$ cat src/design/sscr_map.vh
// register offsets, fields, reset values and timing for the spi setup group
`ifndef SSCR_MAP_VH
`define SSCR_MAP_VH
`define SSCR_ADDR_W            15
`define SSCR_OFS_SETUP         15'h0000
`define SSCR_OFS_POWER         15'h0002
`define SSCR_OFS_CATEGORY      15'h0003
`define SSCR_OFS_PARTNUM_LO    15'h0004
`define SSCR_OFS_PARTNUM_HI    15'h0005
`define SSCR_OFS_REVISION      15'h0006
`define SSCR_OFS_MAKER_LO      15'h000C
`define SSCR_OFS_MAKER_HI      15'h000D
`define SSCR_OFS_USER_PORT     15'h0010
`define SSCR_BIT_SOFT_RESET    7
`define SSCR_BIT_DIRECTION     5
`define SSCR_BIT_FOUR_WIRE     4
`define SSCR_BIT_ADDR_FREEZE   0
`define SSCR_RST_SETUP         8'h30
`define SSCR_RST_POWER         8'h00
`define SSCR_RST_USER_PORT     8'h00
`define SSCR_RESET_TIME_NS     750
`define SSCR_CLK_PERIOD_NS     4
`define SSCR_RESET_CYCLES      (`SSCR_RESET_TIME_NS / `SSCR_CLK_PERIOD_NS)
`endif

$ cat src/design/sscr_shifter.v
// spi frame shifter: command, address and streamed data bytes
`timescale 1ns/1ps
`include "sscr_map.vh"
module sscr_shifter (
	clk,
	rstn,
	spi_cs_n,
	spi_sdi,
	rd_data,
	step_dir_up,
	addr_freeze,
	bus_hold,
	acc_addr,
	wr_en,
	wr_data,
	rd_sample,
	sdo_bit
);
	input  wire        clk;
	input  wire        rstn;
	input  wire        spi_cs_n;
	input  wire        spi_sdi;
	input  wire [7:0]  rd_data;
	input  wire        step_dir_up;
	input  wire        addr_freeze;
	input  wire        bus_hold;
	output wire [14:0] acc_addr;
	output reg         wr_en;
	output wire [7:0]  wr_data;
	output reg         rd_sample;
	output wire        sdo_bit;

	reg  [4:0]  cnt_r;
	reg         hdr_done_r;
	reg         rd_r;
	reg  [14:0] addr_r;
	reg  [7:0]  sh_r;
	reg  [7:0]  out_r;
	reg  [14:0] wr_addr_r;

	// write strobe trails the byte by one clk, so it must use the
	// address and byte latched before the streaming step
	assign acc_addr = wr_en ? wr_addr_r : addr_r;
	assign wr_data  = sh_r;
	assign sdo_bit  = out_r[7];

	// ****************************************
	// one spi bit per clk while the frame is open and bus_hold is low
	// ****************************************
	always @(posedge clk or negedge rstn) begin
		if (!rstn) begin
			cnt_r      <= 5'd0;
			hdr_done_r <= 1'b0;
			rd_r       <= 1'b0;
			addr_r     <= 15'h0000;
			sh_r       <= 8'h00;
			out_r      <= 8'h00;
			wr_addr_r  <= 15'h0000;
			wr_en      <= 1'b0;
			rd_sample  <= 1'b0;
		end else begin
			wr_en     <= 1'b0;
			rd_sample <= 1'b0;
			if (spi_cs_n || bus_hold) begin
				cnt_r      <= 5'd0;
				hdr_done_r <= 1'b0;
			end else if (!hdr_done_r) begin
				sh_r  <= {sh_r[6:0], spi_sdi};
				cnt_r <= cnt_r + 5'd1;
				if (cnt_r == 5'd0)
					rd_r <= spi_sdi;
				else
					addr_r <= {addr_r[13:0], spi_sdi};
				if (cnt_r == 5'd15) begin
					hdr_done_r <= 1'b1;
					cnt_r      <= 5'd0;
					rd_sample  <= 1'b1;
				end
			end else begin
				sh_r  <= {sh_r[6:0], spi_sdi};
				out_r <= {out_r[6:0], 1'b0};
				cnt_r <= cnt_r + 5'd1;
				if (cnt_r == 5'd0 && rd_r)
					out_r <= rd_data;
				if (cnt_r == 5'd7) begin
					cnt_r     <= 5'd0;
					wr_addr_r <= addr_r;
					wr_en     <= ~rd_r;
				end
				// advance once the byte is finished
				if (cnt_r == 5'd7 && !addr_freeze) begin
					if (step_dir_up)
						addr_r <= addr_r + 15'd1;
					else
						addr_r <= addr_r - 15'd1;
				end
				if (cnt_r == 5'd7 && rd_r)
					rd_sample <= 1'b1;
			end
		end
	end
endmodule

$ cat src/design/sscr_regs.v
// spi standard setup register group of the converter
`timescale 1ns/1ps
`include "sscr_map.vh"
module sscr_regs #(
	parameter [3:0]  CATEGORY_CODE = 4'h5,     // arbitrary value
	parameter [15:0] PART_NUMBER   = 16'h1234, // arbitrary value
	parameter [7:0]  REVISION      = 8'h07,    // arbitrary value
	parameter [15:0] MAKER_CODE    = 16'h0ABC  // arbitrary value
) (
	clk,
	rstn,
	spi_cs_n,
	spi_sdi,
	spi_sdo,
	device_reset,
	power_down,
	reset_busy
);
	input  wire clk;
	input  wire rstn;
	input  wire spi_cs_n;
	input  wire spi_sdi;
	output reg  spi_sdo;
	output reg  device_reset;
	output reg  power_down;
	output reg  reset_busy;

	// rounds down: 187 clk of 4 ns stay inside the 750 ns budget
	localparam [31:0] RST_CNT_W = `SSCR_RESET_CYCLES;
	localparam [7:0]  RST_CNT   = RST_CNT_W[7:0];
	localparam [7:0]  RST_SETUP = `SSCR_RST_SETUP;
	localparam [7:0]  RST_POWER = `SSCR_RST_POWER;

	reg        soft_rst_r;
	reg        dir_up_r;
	reg  [1:0] pwr_mode_r;
	reg  [7:0] user_port_r;
	reg  [7:0] rst_cnt_r;
	reg  [7:0] rd_data;
	wire [14:0] acc_addr;
	wire        wr_en;
	wire [7:0]  wr_data;
	wire        sdo_bit;

	// ****************************************
	// frame shifter, held idle while resetting
	// ****************************************
	sscr_shifter u_shift (
		.clk         (clk),
		.rstn        (rstn),
		.spi_cs_n    (spi_cs_n),
		.spi_sdi     (spi_sdi),
		.rd_data     (rd_data),
		.step_dir_up (dir_up_r),
		.addr_freeze (user_port_r[`SSCR_BIT_ADDR_FREEZE]),
		.bus_hold    (soft_rst_r),
		.acc_addr    (acc_addr),
		.wr_en       (wr_en),
		.wr_data     (wr_data),
		.rd_sample   (),
		.sdo_bit     (sdo_bit)
	);

	// ****************************************
	// read decode
	// ****************************************
	always @* begin
		case (acc_addr)
		`SSCR_OFS_SETUP:
			rd_data = {soft_rst_r, 1'b0, dir_up_r, 1'b1, 4'h0};
		`SSCR_OFS_POWER:
			rd_data = {6'b00_0000, pwr_mode_r};
		`SSCR_OFS_CATEGORY:
			rd_data = {4'h0, CATEGORY_CODE};
		`SSCR_OFS_PARTNUM_LO:
			rd_data = PART_NUMBER[7:0];
		`SSCR_OFS_PARTNUM_HI:
			rd_data = PART_NUMBER[15:8];
		`SSCR_OFS_REVISION:
			rd_data = REVISION;
		`SSCR_OFS_MAKER_LO:
			rd_data = MAKER_CODE[7:0];
		`SSCR_OFS_MAKER_HI:
			rd_data = MAKER_CODE[15:8];
		`SSCR_OFS_USER_PORT:
			rd_data = user_port_r;
		default:
			rd_data = 8'h00;
		endcase
	end

	// ****************************************
	// writable state and soft reset sequencing
	// ****************************************
	always @(posedge clk or negedge rstn) begin
		if (!rstn) begin
			soft_rst_r   <= 1'b0;
			dir_up_r     <= RST_SETUP[`SSCR_BIT_DIRECTION];
			pwr_mode_r   <= RST_POWER[1:0];
			user_port_r  <= `SSCR_RST_USER_PORT;
			rst_cnt_r    <= 8'h00;
			spi_sdo      <= 1'b0;
			device_reset <= 1'b0;
			power_down   <= 1'b0;
			reset_busy   <= 1'b0;
		end else begin
			spi_sdo      <= sdo_bit;
			device_reset <= soft_rst_r;
			reset_busy   <= soft_rst_r;
			// only the top mode bit matters: 2 and 3 are off
			power_down   <= pwr_mode_r[1];
			if (soft_rst_r) begin
				// everything back to reset values, then self-clear
				dir_up_r    <= RST_SETUP[`SSCR_BIT_DIRECTION];
				pwr_mode_r  <= RST_POWER[1:0];
				user_port_r <= `SSCR_RST_USER_PORT;
				rst_cnt_r   <= rst_cnt_r + 8'd1;
				if (rst_cnt_r == RST_CNT - 8'd1)
					soft_rst_r <= 1'b0;
			end else if (wr_en) begin
				rst_cnt_r <= 8'h00;
				case (acc_addr)
				`SSCR_OFS_SETUP: begin
					dir_up_r   <= wr_data[`SSCR_BIT_DIRECTION];
					soft_rst_r <= wr_data[`SSCR_BIT_SOFT_RESET];
				end
				`SSCR_OFS_POWER:
					pwr_mode_r <= wr_data[1:0];
				`SSCR_OFS_USER_PORT:
					user_port_r <= wr_data;
				default: ;
				endcase
			end
		end
	end
endmodule

$ cat config.mk
export PLATFORM = sky130hd
export DESIGN_NAME = sscr_regs
export DESIGN_NICKNAME = d
export VERILOG_FILES = /design/src/design/sscr_shifter.v /design/src/design/sscr_regs.v
export VERILOG_INCLUDE_DIRS = /design/src /design/src/design
export SDC_FILE = /design/constraint.sdc
export NUM_CORES = 1
export LEC_CHECK = 0
export BUFFER_PORTS_ARGS = -buffer_cell sky130_fd_sc_hd__buf_4
export CAP_MARGIN = 20
export CORE_MARGIN = 2
export CORE_UTILIZATION = 61
export DETAILED_ROUTE_END_ITERATION = 8
export PLACE_DENSITY = 0.78
export SLEW_MARGIN = 15
export SYNTH_ARGS = -nofsm -noshare
export SYNTH_HDL_FRONTEND = slang
export SYNTH_HIERARCHICAL = 1
export SYNTH_SLANG_ARGS = --single-unit
$ cat constraint.sdc
create_clock -name clk -period 9.91 [get_ports clk]
set_input_delay 0.991 -clock clk [delete_from_list [all_inputs] [get_ports clk]]
set_output_delay 0.991 -clock clk [all_outputs]
set_load 0.02 [all_outputs]
### After elaboration in Yosys (flattened, before gate mapping)

Cells that the tools add are included.

| word-level totals | value |
|---|---|
| flip-flop bits (word level) | 77 |
| input bits | 4 |
| output and inout bits | 4 |
| logic and storage cells | 85 |

| operators by class | value |
|---|---|
| $add $sub $neg | 4 |
| eq/ne operators | 13 |
| muxes and demuxes | 32 |
| bitwise gates (word level) | 3 |
| reduce and logical (&&, ||, !) cells | 17 |

Operator list:

| operator | count |
|---|---|
| two-way mux 15 bit | 5 |
| one-hot mux 8 bit (9 select lines) | 1 |
| two-way mux 8 bit | 6 |
| == test 15 x 3 -> 1 bit (second input constant) | 3 |
| == test 15 x 2 -> 1 bit (second input constant) | 2 |
| == test 15 x 4 -> 1 bit (second input constant) | 2 |
| two-way mux 5 bit | 4 |
| adder 15 x 1 -> 15 bit (second input constant) | 1 |
| == test 15 x 5 -> 1 bit (second input constant) | 1 |
| zero test 15 bit | 1 |
| subtractor 15 x 1 -> 15 bit (second input constant) | 1 |
| two-way mux 1 bit | 13 |
| AND reduction 3 bit | 3 |
| adder 8 x 1 -> 8 bit (second input constant) | 1 |
| == test 8 bit (second input constant) | 1 |
| AND reduction 2 bit | 4 |
| nonzero test 2 bit | 4 |
| two-way mux 2 bit | 3 |
| adder 5 x 1 -> 5 bit (second input constant) | 1 |
| == test 5 x 3 -> 1 bit (second input constant) | 1 |
| == test 5 x 4 -> 1 bit (second input constant) | 1 |
| zero test 5 bit | 1 |
| inverter 1 bit | 3 |
| logical AND 1 bit | 2 |
| 4 further kinds | 4 |

### Depth between registers and ports, before layout

Gate-level depths: netlist of run 1.

| logic depth | value |
|---|---|
| depth in word-level cells | 5 |
| gate-level depth with buffers | 12 |

### Hierarchy

The synthesis of run 1 kept the hierarchy.

By module, submodules not included:

| module | instances | cells each | area each (um2) | sequential area each (um2) |
|---|---|---|---|---|
| sscr_shifter | 1 | 330 | 3275.6 | 1376.3 |
| sscr_regs | 1 | 149 | 1323.8 | 576.8 |

### Worst setup path before layout of run 1

Ideal clock, no wire load.

| timing path | value |
|---|---|
| path kind | flip-flop to flip-flop |
| from | register u_shift.wr_en |
| to | register u_shift.out_r[7] |
| setup time | 77 ps |
| arrival time | 3158 ps |
| required time | 9833 ps |
| slack | 6675 ps |
| stages on the path, launching flop included | 10 |
| period minus slack after synthesis | 3235 ps |
| cells stage by stage | dfrtp_1 > clkbuf_1 > clkbuf_1 > mux2_2 > or4_4 > or4_4 > or3_1 > o21ai_1 > mux2i_1 > a21oi_1 |

| on the way | value |
|---|---|
| cells in the longest elaborated chain, start to end | 4 |
| elaborated cells between the ends (all ways) | 12 |

RTL lines:

| element | RTL line | RTL |
|---|---|---|
| start: declaration | sscr_shifter.v:28 | `output reg wr_en;` |
| start signal: assignment | sscr_shifter.v:88 | `wr_en <= ~rd_r;` |
| two-way mux 15 bit (*) | sscr_shifter.v:43 | `assign acc_addr = wr_en ? wr_addr_r : addr_r;` |
| net acc_addr[10] | sscr_regs.v:40 | `wire [14:0] acc_addr;` |
| == test 15 x 5 -> 1 bit (tied with other cells) | sscr_regs.v:68 | `case (acc_addr)` |
| one-hot mux 8 bit (9 select lines) (*) | sscr_regs.v:68 |  |
| net rd_data[7] | sscr_regs.v:39 | `reg [7:0] rd_data;` |
| two-way mux 8 bit (*) | sscr_shifter.v:83 | `if (cnt_r == 5'd0 && rd_r)` |
| end signal: assignment | sscr_shifter.v:81 | `out_r <= {out_r[6:0], 1'b0};` |
| end signal: assignment | sscr_shifter.v:84 | `out_r <= rd_data;` |
| end: declaration | sscr_shifter.v:38 | `reg [7:0] out_r;` |

The timed path passes the listed nets; every way through them passes the cells marked *.
A chain may end at the register's enable or synchronous reset.

### Worst setup path in the final report of run 1

| timing path | value |
|---|---|
| from | register u_shift.wr_en |
| to | register u_shift.out_r[0] |

Same word-level chain as after synthesis.

==> results of run 1 <==
layer usage:
layer / track usage / share of wire / wire (um) / vias up
li1: - / - / - / 1695
met2: 0.402 / 0.49 / 4500 / 69
met1: 0.323 / 0.46 / 4190 / 1701
met5: 0 / 0 / 0 / -
met3: 0.0309 / 0.033 / 302 / 19
met4: 0.0910 / 0.022 / 204 / 0
final timing paths:
| path | startpoint | cells after the start | slack (ps) | end |
|---|---|---|---|---|
| setup / recovery | u_shift/wr_en | 6 | 6400 | u_shift/out_r[0] |
| hold / removal | u_shift/out_r[7] | 0 | 400 | spi_sdo |
| setup reg to reg | u_shift/wr_en | 6 | 6400 | u_shift/out_r[0] |
| hold reg to reg | u_shift/out_r[7] | 0 | 400 | spi_sdo |
| max in group asynchronous | rstn | 1 | 8530 | rst_cnt_r[0] |
| min in group asynchronous | rstn | 1 | 750 | rst_cnt_r[5] |
registers in the layout, indices dropped and copies added (netlist names):
signal / flops
dir_up_r: 1
power_down: 1
pwr_mode_r: 2
reset_busy: 1
rst_cnt_r: 8
soft_rst_r: 1
spi_sdo: 1
u_shift/addr_r: 15
u_shift/cnt_r: 5
u_shift/hdr_done_r: 1
u_shift/out_r: 8
u_shift/rd_r: 1
u_shift/wr_addr_r: 15
u_shift/wr_data: 8
u_shift/wr_en: 1
user_port_r: 8
metrics by stage:
| stage | area, um2 | instances |
|---|---|---|
| floorplan | 4560 | 476 |
| global placement | 4640 | 559 |
| detailed placement | 4640 | 559 |
| CTS | 4870 | 575 |
| global route | 4870 | 575 |
| finish | 4870 | 575 |
power by group through the flow:
| stage | clock network [mW] | logic (mW) | registers [mW] |
|---|---|---|---|
| after floorplan | 0 | 0.450 | 0.386 |
| after global placement | 0 | 0.529 | 0.402 |
| after detailed placement | 0 | 0.541 | 0.404 |
| after CTS | 0.267 | 0.545 | 0.398 |
| after global routing | 0.279 | 0.616 | 0.406 |
| final | 0.262 | 0.550 | 0.399 |
area by class of cell:
| type | instances | area [um2] | area share |
|---|---|---|---|
| clock buffer | 9 | 124 | 0.0254 |
| sequential | 77 | 1930 | 0.396 |
| timing repair buffer | 8 | 60.1 | 0.0123 |
| inverter | 14 | 52.6 | 0.0108 |
| multi-input combinational | 361 | 2480 | 0.510 |
| clock inverter | 7 | 98.8 | 0.0203 |
| tap | 99 | 124 | 0.0254 |
worst reg2reg max path, delay by kind of cell, from the launching register on:
kind | cells | cell delay, ps
compound gates | 3 | 980
flops | 1 | 1050
simple gates | 3 | 1390
==> results.toml, run 1 <==
[outcome]
status = "complete, no violations"

[grt]
grtUsageTotal = 0.241
grt_max_degree = 78
grt_pass1_vias = 3453
grt_overflow_total = 0
grt_pass1_wl_um = 16200
antenna_found_initial = 0

[cts]
cts_made_buffers = 9
cts.clk_slew.worst_paths_ps = 80
cts_sinks = 77
root_buffer = "clkbuf_8"
hold_buffers = 0
post_cts_buffers = 0
clk_latency_ps = 350
post_cts_resized = 0
cts-htree-levels = 3
cts_tree = "built"
clockBufferDepth = 2

[pwr]
pwr-share-seq = 0.329
p_int_mw = 0.741
leakage_nw = 2.21
power_frac_comb = 0.454
p_total_mw = 1.21
swShare = 0.388
vdd_drop_max_mv = 0.193
power_density_nw_per_um2 = 249
p_sw_mw = 0.469
pwr-share-clk = 0.216

[synthesis]
netlist_area_um2 = 4560
netlist_instances = 476
synth_area_per_cell_um2 = 9.59
ys.warnings.count = 6
synth_nets = 500

[sta]
fin_setup_tns_ps = 0
fin_ws_ps = 6400
slew_headroom = 0.291
tightestPinTransition_ps = 1060
fmax_mhz = 285
setup_viol = 0
finClkSkew_ps = 10.6
drv_slew = 0
hold_slack_ps = 405
rsz0062_at_grt = "no"
fin_crit_ps = 3510
timing.final.crit_share = 0.355
hold_viol_final = 0

[min_path]
hold_class = "flip-flop to flip-flop"

[placement]
dp_slack_ps = 6350
gpl.final_weighted_congestion = 0.847
numPortBuffers = 7
hpwl_um = 6460

[critical_path]
slowest_stage = "dfrtp_1"
path_class = "flip-flop to flip-flop"
cp_top_family = "simple AND/OR/NAND/NOR gates"
cp.arrival_ps = 3770
slowest_delay_ps = 1050
crit_fanout = 32
worstPathCellList = "o21ai_0, or4_1, nor4_4, a32o_1, nand2_1, o22ai_1"
cp_data_required_time_ps = 10160
critPathBufInv = 0
end_kind = "flip-flop"
worstSetupStartpointType = "flip-flop"

[drt]
routed_via_density = 6.06
wire_per_inst_um = 16.0
drc = 0
vias = 3484
drt-initial-drc-count = 203
first_pass_iters = 4
postRouteAntennaNets = 0
drt_wl_total_um = 9200

[final_layout]
finish.utilization = 0.671
synthToLayoutAreaGrowth_pct = 6.66
layout_commonest_cell = "dfrtp_1"
fin_nets = 495
final_cell_mix = "dfrtp_1, nand2_1, o21ai_0, nor2_1, a21oi_1"
drive_gt1_frac = 0.145
n_fill_cell = 595
antenna_cells = 0

[die]
die_x_um = 90.5
die_h_um = 90.5
start_util = 0.629
fp.coreArea_um2 = 7250
fp-row-count = 31
die_area_um2 = 8190
io_pins = 8

[job]
drv_cap = 0
Power figures use the tool's default switching activity.
==> inputs of run 2 (changes only) <==
==> constraint.sdc (replaced) <==
create_clock -name clk -period 3.3 [get_ports clk]
set_input_delay 0.33 -clock clk [delete_from_list [all_inputs] [get_ports clk]]
set_output_delay 0.33 -clock clk [all_outputs]
set_load 0.02 [all_outputs]
==> run 2 against run 1 <==
Hold slack worse by 300 ps. Clock-buffer cell count is 1 higher. Setup slack worse by 6000 ps.
==> results.toml, run 2 (synthesis results as in run 1) <==
[outcome]
status = "complete, no violations"

[pwr]
p_sw_mw = 1.43
leakage_nw = 2.24
power_density_nw_per_um2 = 749
pwr-share-clk = 0.222
pwr-share-seq = 0.325
p_total_mw = 3.69
p_int_mw = 2.26
power_frac_comb = 0.453
vdd_drop_max_mv = 0.630
swShare = 0.388

[placement]
gpl.final_weighted_congestion = 0.888
hpwl_um = 6670
dp_slack_ps = 434
numPortBuffers = 7

[drt]
postRouteAntennaNets = 0
first_pass_iters = 4
routed_via_density = 5.97
wire_per_inst_um = 16.2
drt_wl_total_um = 9430
drt-initial-drc-count = 187
vias = 3474
drc = 0

[sta]
fin_ws_ps = 410
rsz0062_at_grt = "no"
drv_slew = 0
fin_setup_tns_ps = 0
finClkSkew_ps = 15.0
fin_crit_ps = 2890
setup_viol = 0
slew_headroom = 0.356
tightestPinTransition_ps = 966
fmax_mhz = 346
timing.final.crit_share = 0.876
hold_viol_final = 0

[grt]
grtUsageTotal = 0.242
grt_pass1_wl_um = 16100
grt_overflow_total = 0
grt_max_degree = 78
antenna_found_initial = 0
grt_pass1_vias = 3366

[die]
die_area_um2 = 8190
die_x_um = 90.5
die_h_um = 90.5
io_pins = 8
start_util = 0.629
fp.coreArea_um2 = 7250
fp-row-count = 31

[critical_path]
worstSetupStartpointType = "flip-flop"
slowest_stage = "or4_4"
cp.depth = 7
critPathBufInv = 0
r2r_cells = 7
critPathCapture = "u_shift/out_r[7]"
slowest_delay_ps = 590
path_class = "flip-flop to flip-flop"
r2r-start = "u_shift/wr_en"
critPathMostFrequentCell = "or4_4"
r2r_end = "u_shift/out_r[7]"
cp.arrival_ps = 3170
cp_data_required_time_ps = 3580
cp-startpoint = "u_shift/wr_en"
end_kind = "flip-flop"
worstPathCellList = "mux2_2, or4_4, or4_4, or3_1, o21ai_1, mux2i_1, a21oi_1"
r2r_slack_ps = 410
crit_fanout = 10
cp_top_family = "simple AND/OR/NAND/NOR gates"

[cts]
cts.clk_slew.worst_paths_ps = 80
clockBufferDepth = 2
cts_made_buffers = 9
clk_latency_ps = 360
hold_buffers = 0
cts_tree = "built"
cts_sinks = 77
post_cts_resized = 0
root_buffer = "clkbuf_8"
cts-htree-levels = 3
post_cts_buffers = 0

[final_layout]
fin_nets = 502
reg_top3 = "u_shift/addr_r x15, u_shift/wr_addr_r x15"
drive_gt1_frac = 0.157
synthToLayoutAreaGrowth_pct = 8.03
final_cell_mix = "dfrtp_1, nand2_1, o21ai_0, nor2_1, a21oi_1"
layout_commonest_cell = "dfrtp_1"
antenna_cells = 0

[job]
drv_cap = 0

[min_path]
hold_class = "input pin to async pin"
[run 2: cell count changes in the layout (fill, tap and decap cells not counted), sizes merged]
cell / delta
clkbuf: +1
clkinv: -2
buf: +7
clkinvlp: +1
[run 2: power by group through the flow]
stage	Clock (mW)	Sequential, mW	Combinational, mW
3_3_place_gp	0	1.22	1.60
3_5_place_dp	0	1.22	1.64
5_1_grt	0.882	1.22	1.86
4_1_cts	0.835	1.20	1.65
2_1_floorplan	0	1.16	1.35
6_report	0.820	1.20	1.67
[run 2: how the worst min path moves through the flow]
stage	end	slack, ps	cells past startpoint
2_1_floorplan	power_down	30	0
3_3_place_gp	spi_sdo	390	0
3_5_place_dp	spi_sdo	390	0
4_1_cts	u_shift/out_r[1]	160	1
5_1_grt	rst_cnt_r[4]	200	1
6_report	rst_cnt_r[7]	110	1
[run 2: cell type report]
class,instances,area [um2]
clock buffer,10,138
clock inverter,6,95.1
fill,597,2320
inverter,14,52.6
multi-input combinational,361,2480
sequential,77,1930
tap,99,124
timing repair buffer,15,113
[run 2: worst reg2reg max path, delay by kind of cell, from the launching register on]
family	cells	cell delay, ps
flip-flops	1	560
AO/OA/AOI/OAI	2	310
AND/OR/NAND/NOR	3	1490
multiplexers	2	470
[run 2: metal layers]
| metal | vias up | part of all wire | track usage |
|---|---|---|---|
| li1 | 1703 | - | - |
| met1 | 1699 | 0.47 | 0.335 |
| met2 | 59 | 0.48 | 0.387 |
| met3 | 13 | 0.027 | 0.0367 |
| met4 | 0 | 0.019 | 0.0872 |
| met5 | - | 0 | 0 |
[run 2: stage by stage]
step            util  area (um2)  hold WS (ps)  std cells
2_1_floorplan      -        4560          34.4        476
3_3_place_gp   0.648        4700           389        566
3_5_place_dp   0.648        4700           390        566
4_1_cts        0.680        4930           158        582
5_1_grt        0.680        4930           198        582
6_report       0.680        4930           110        582
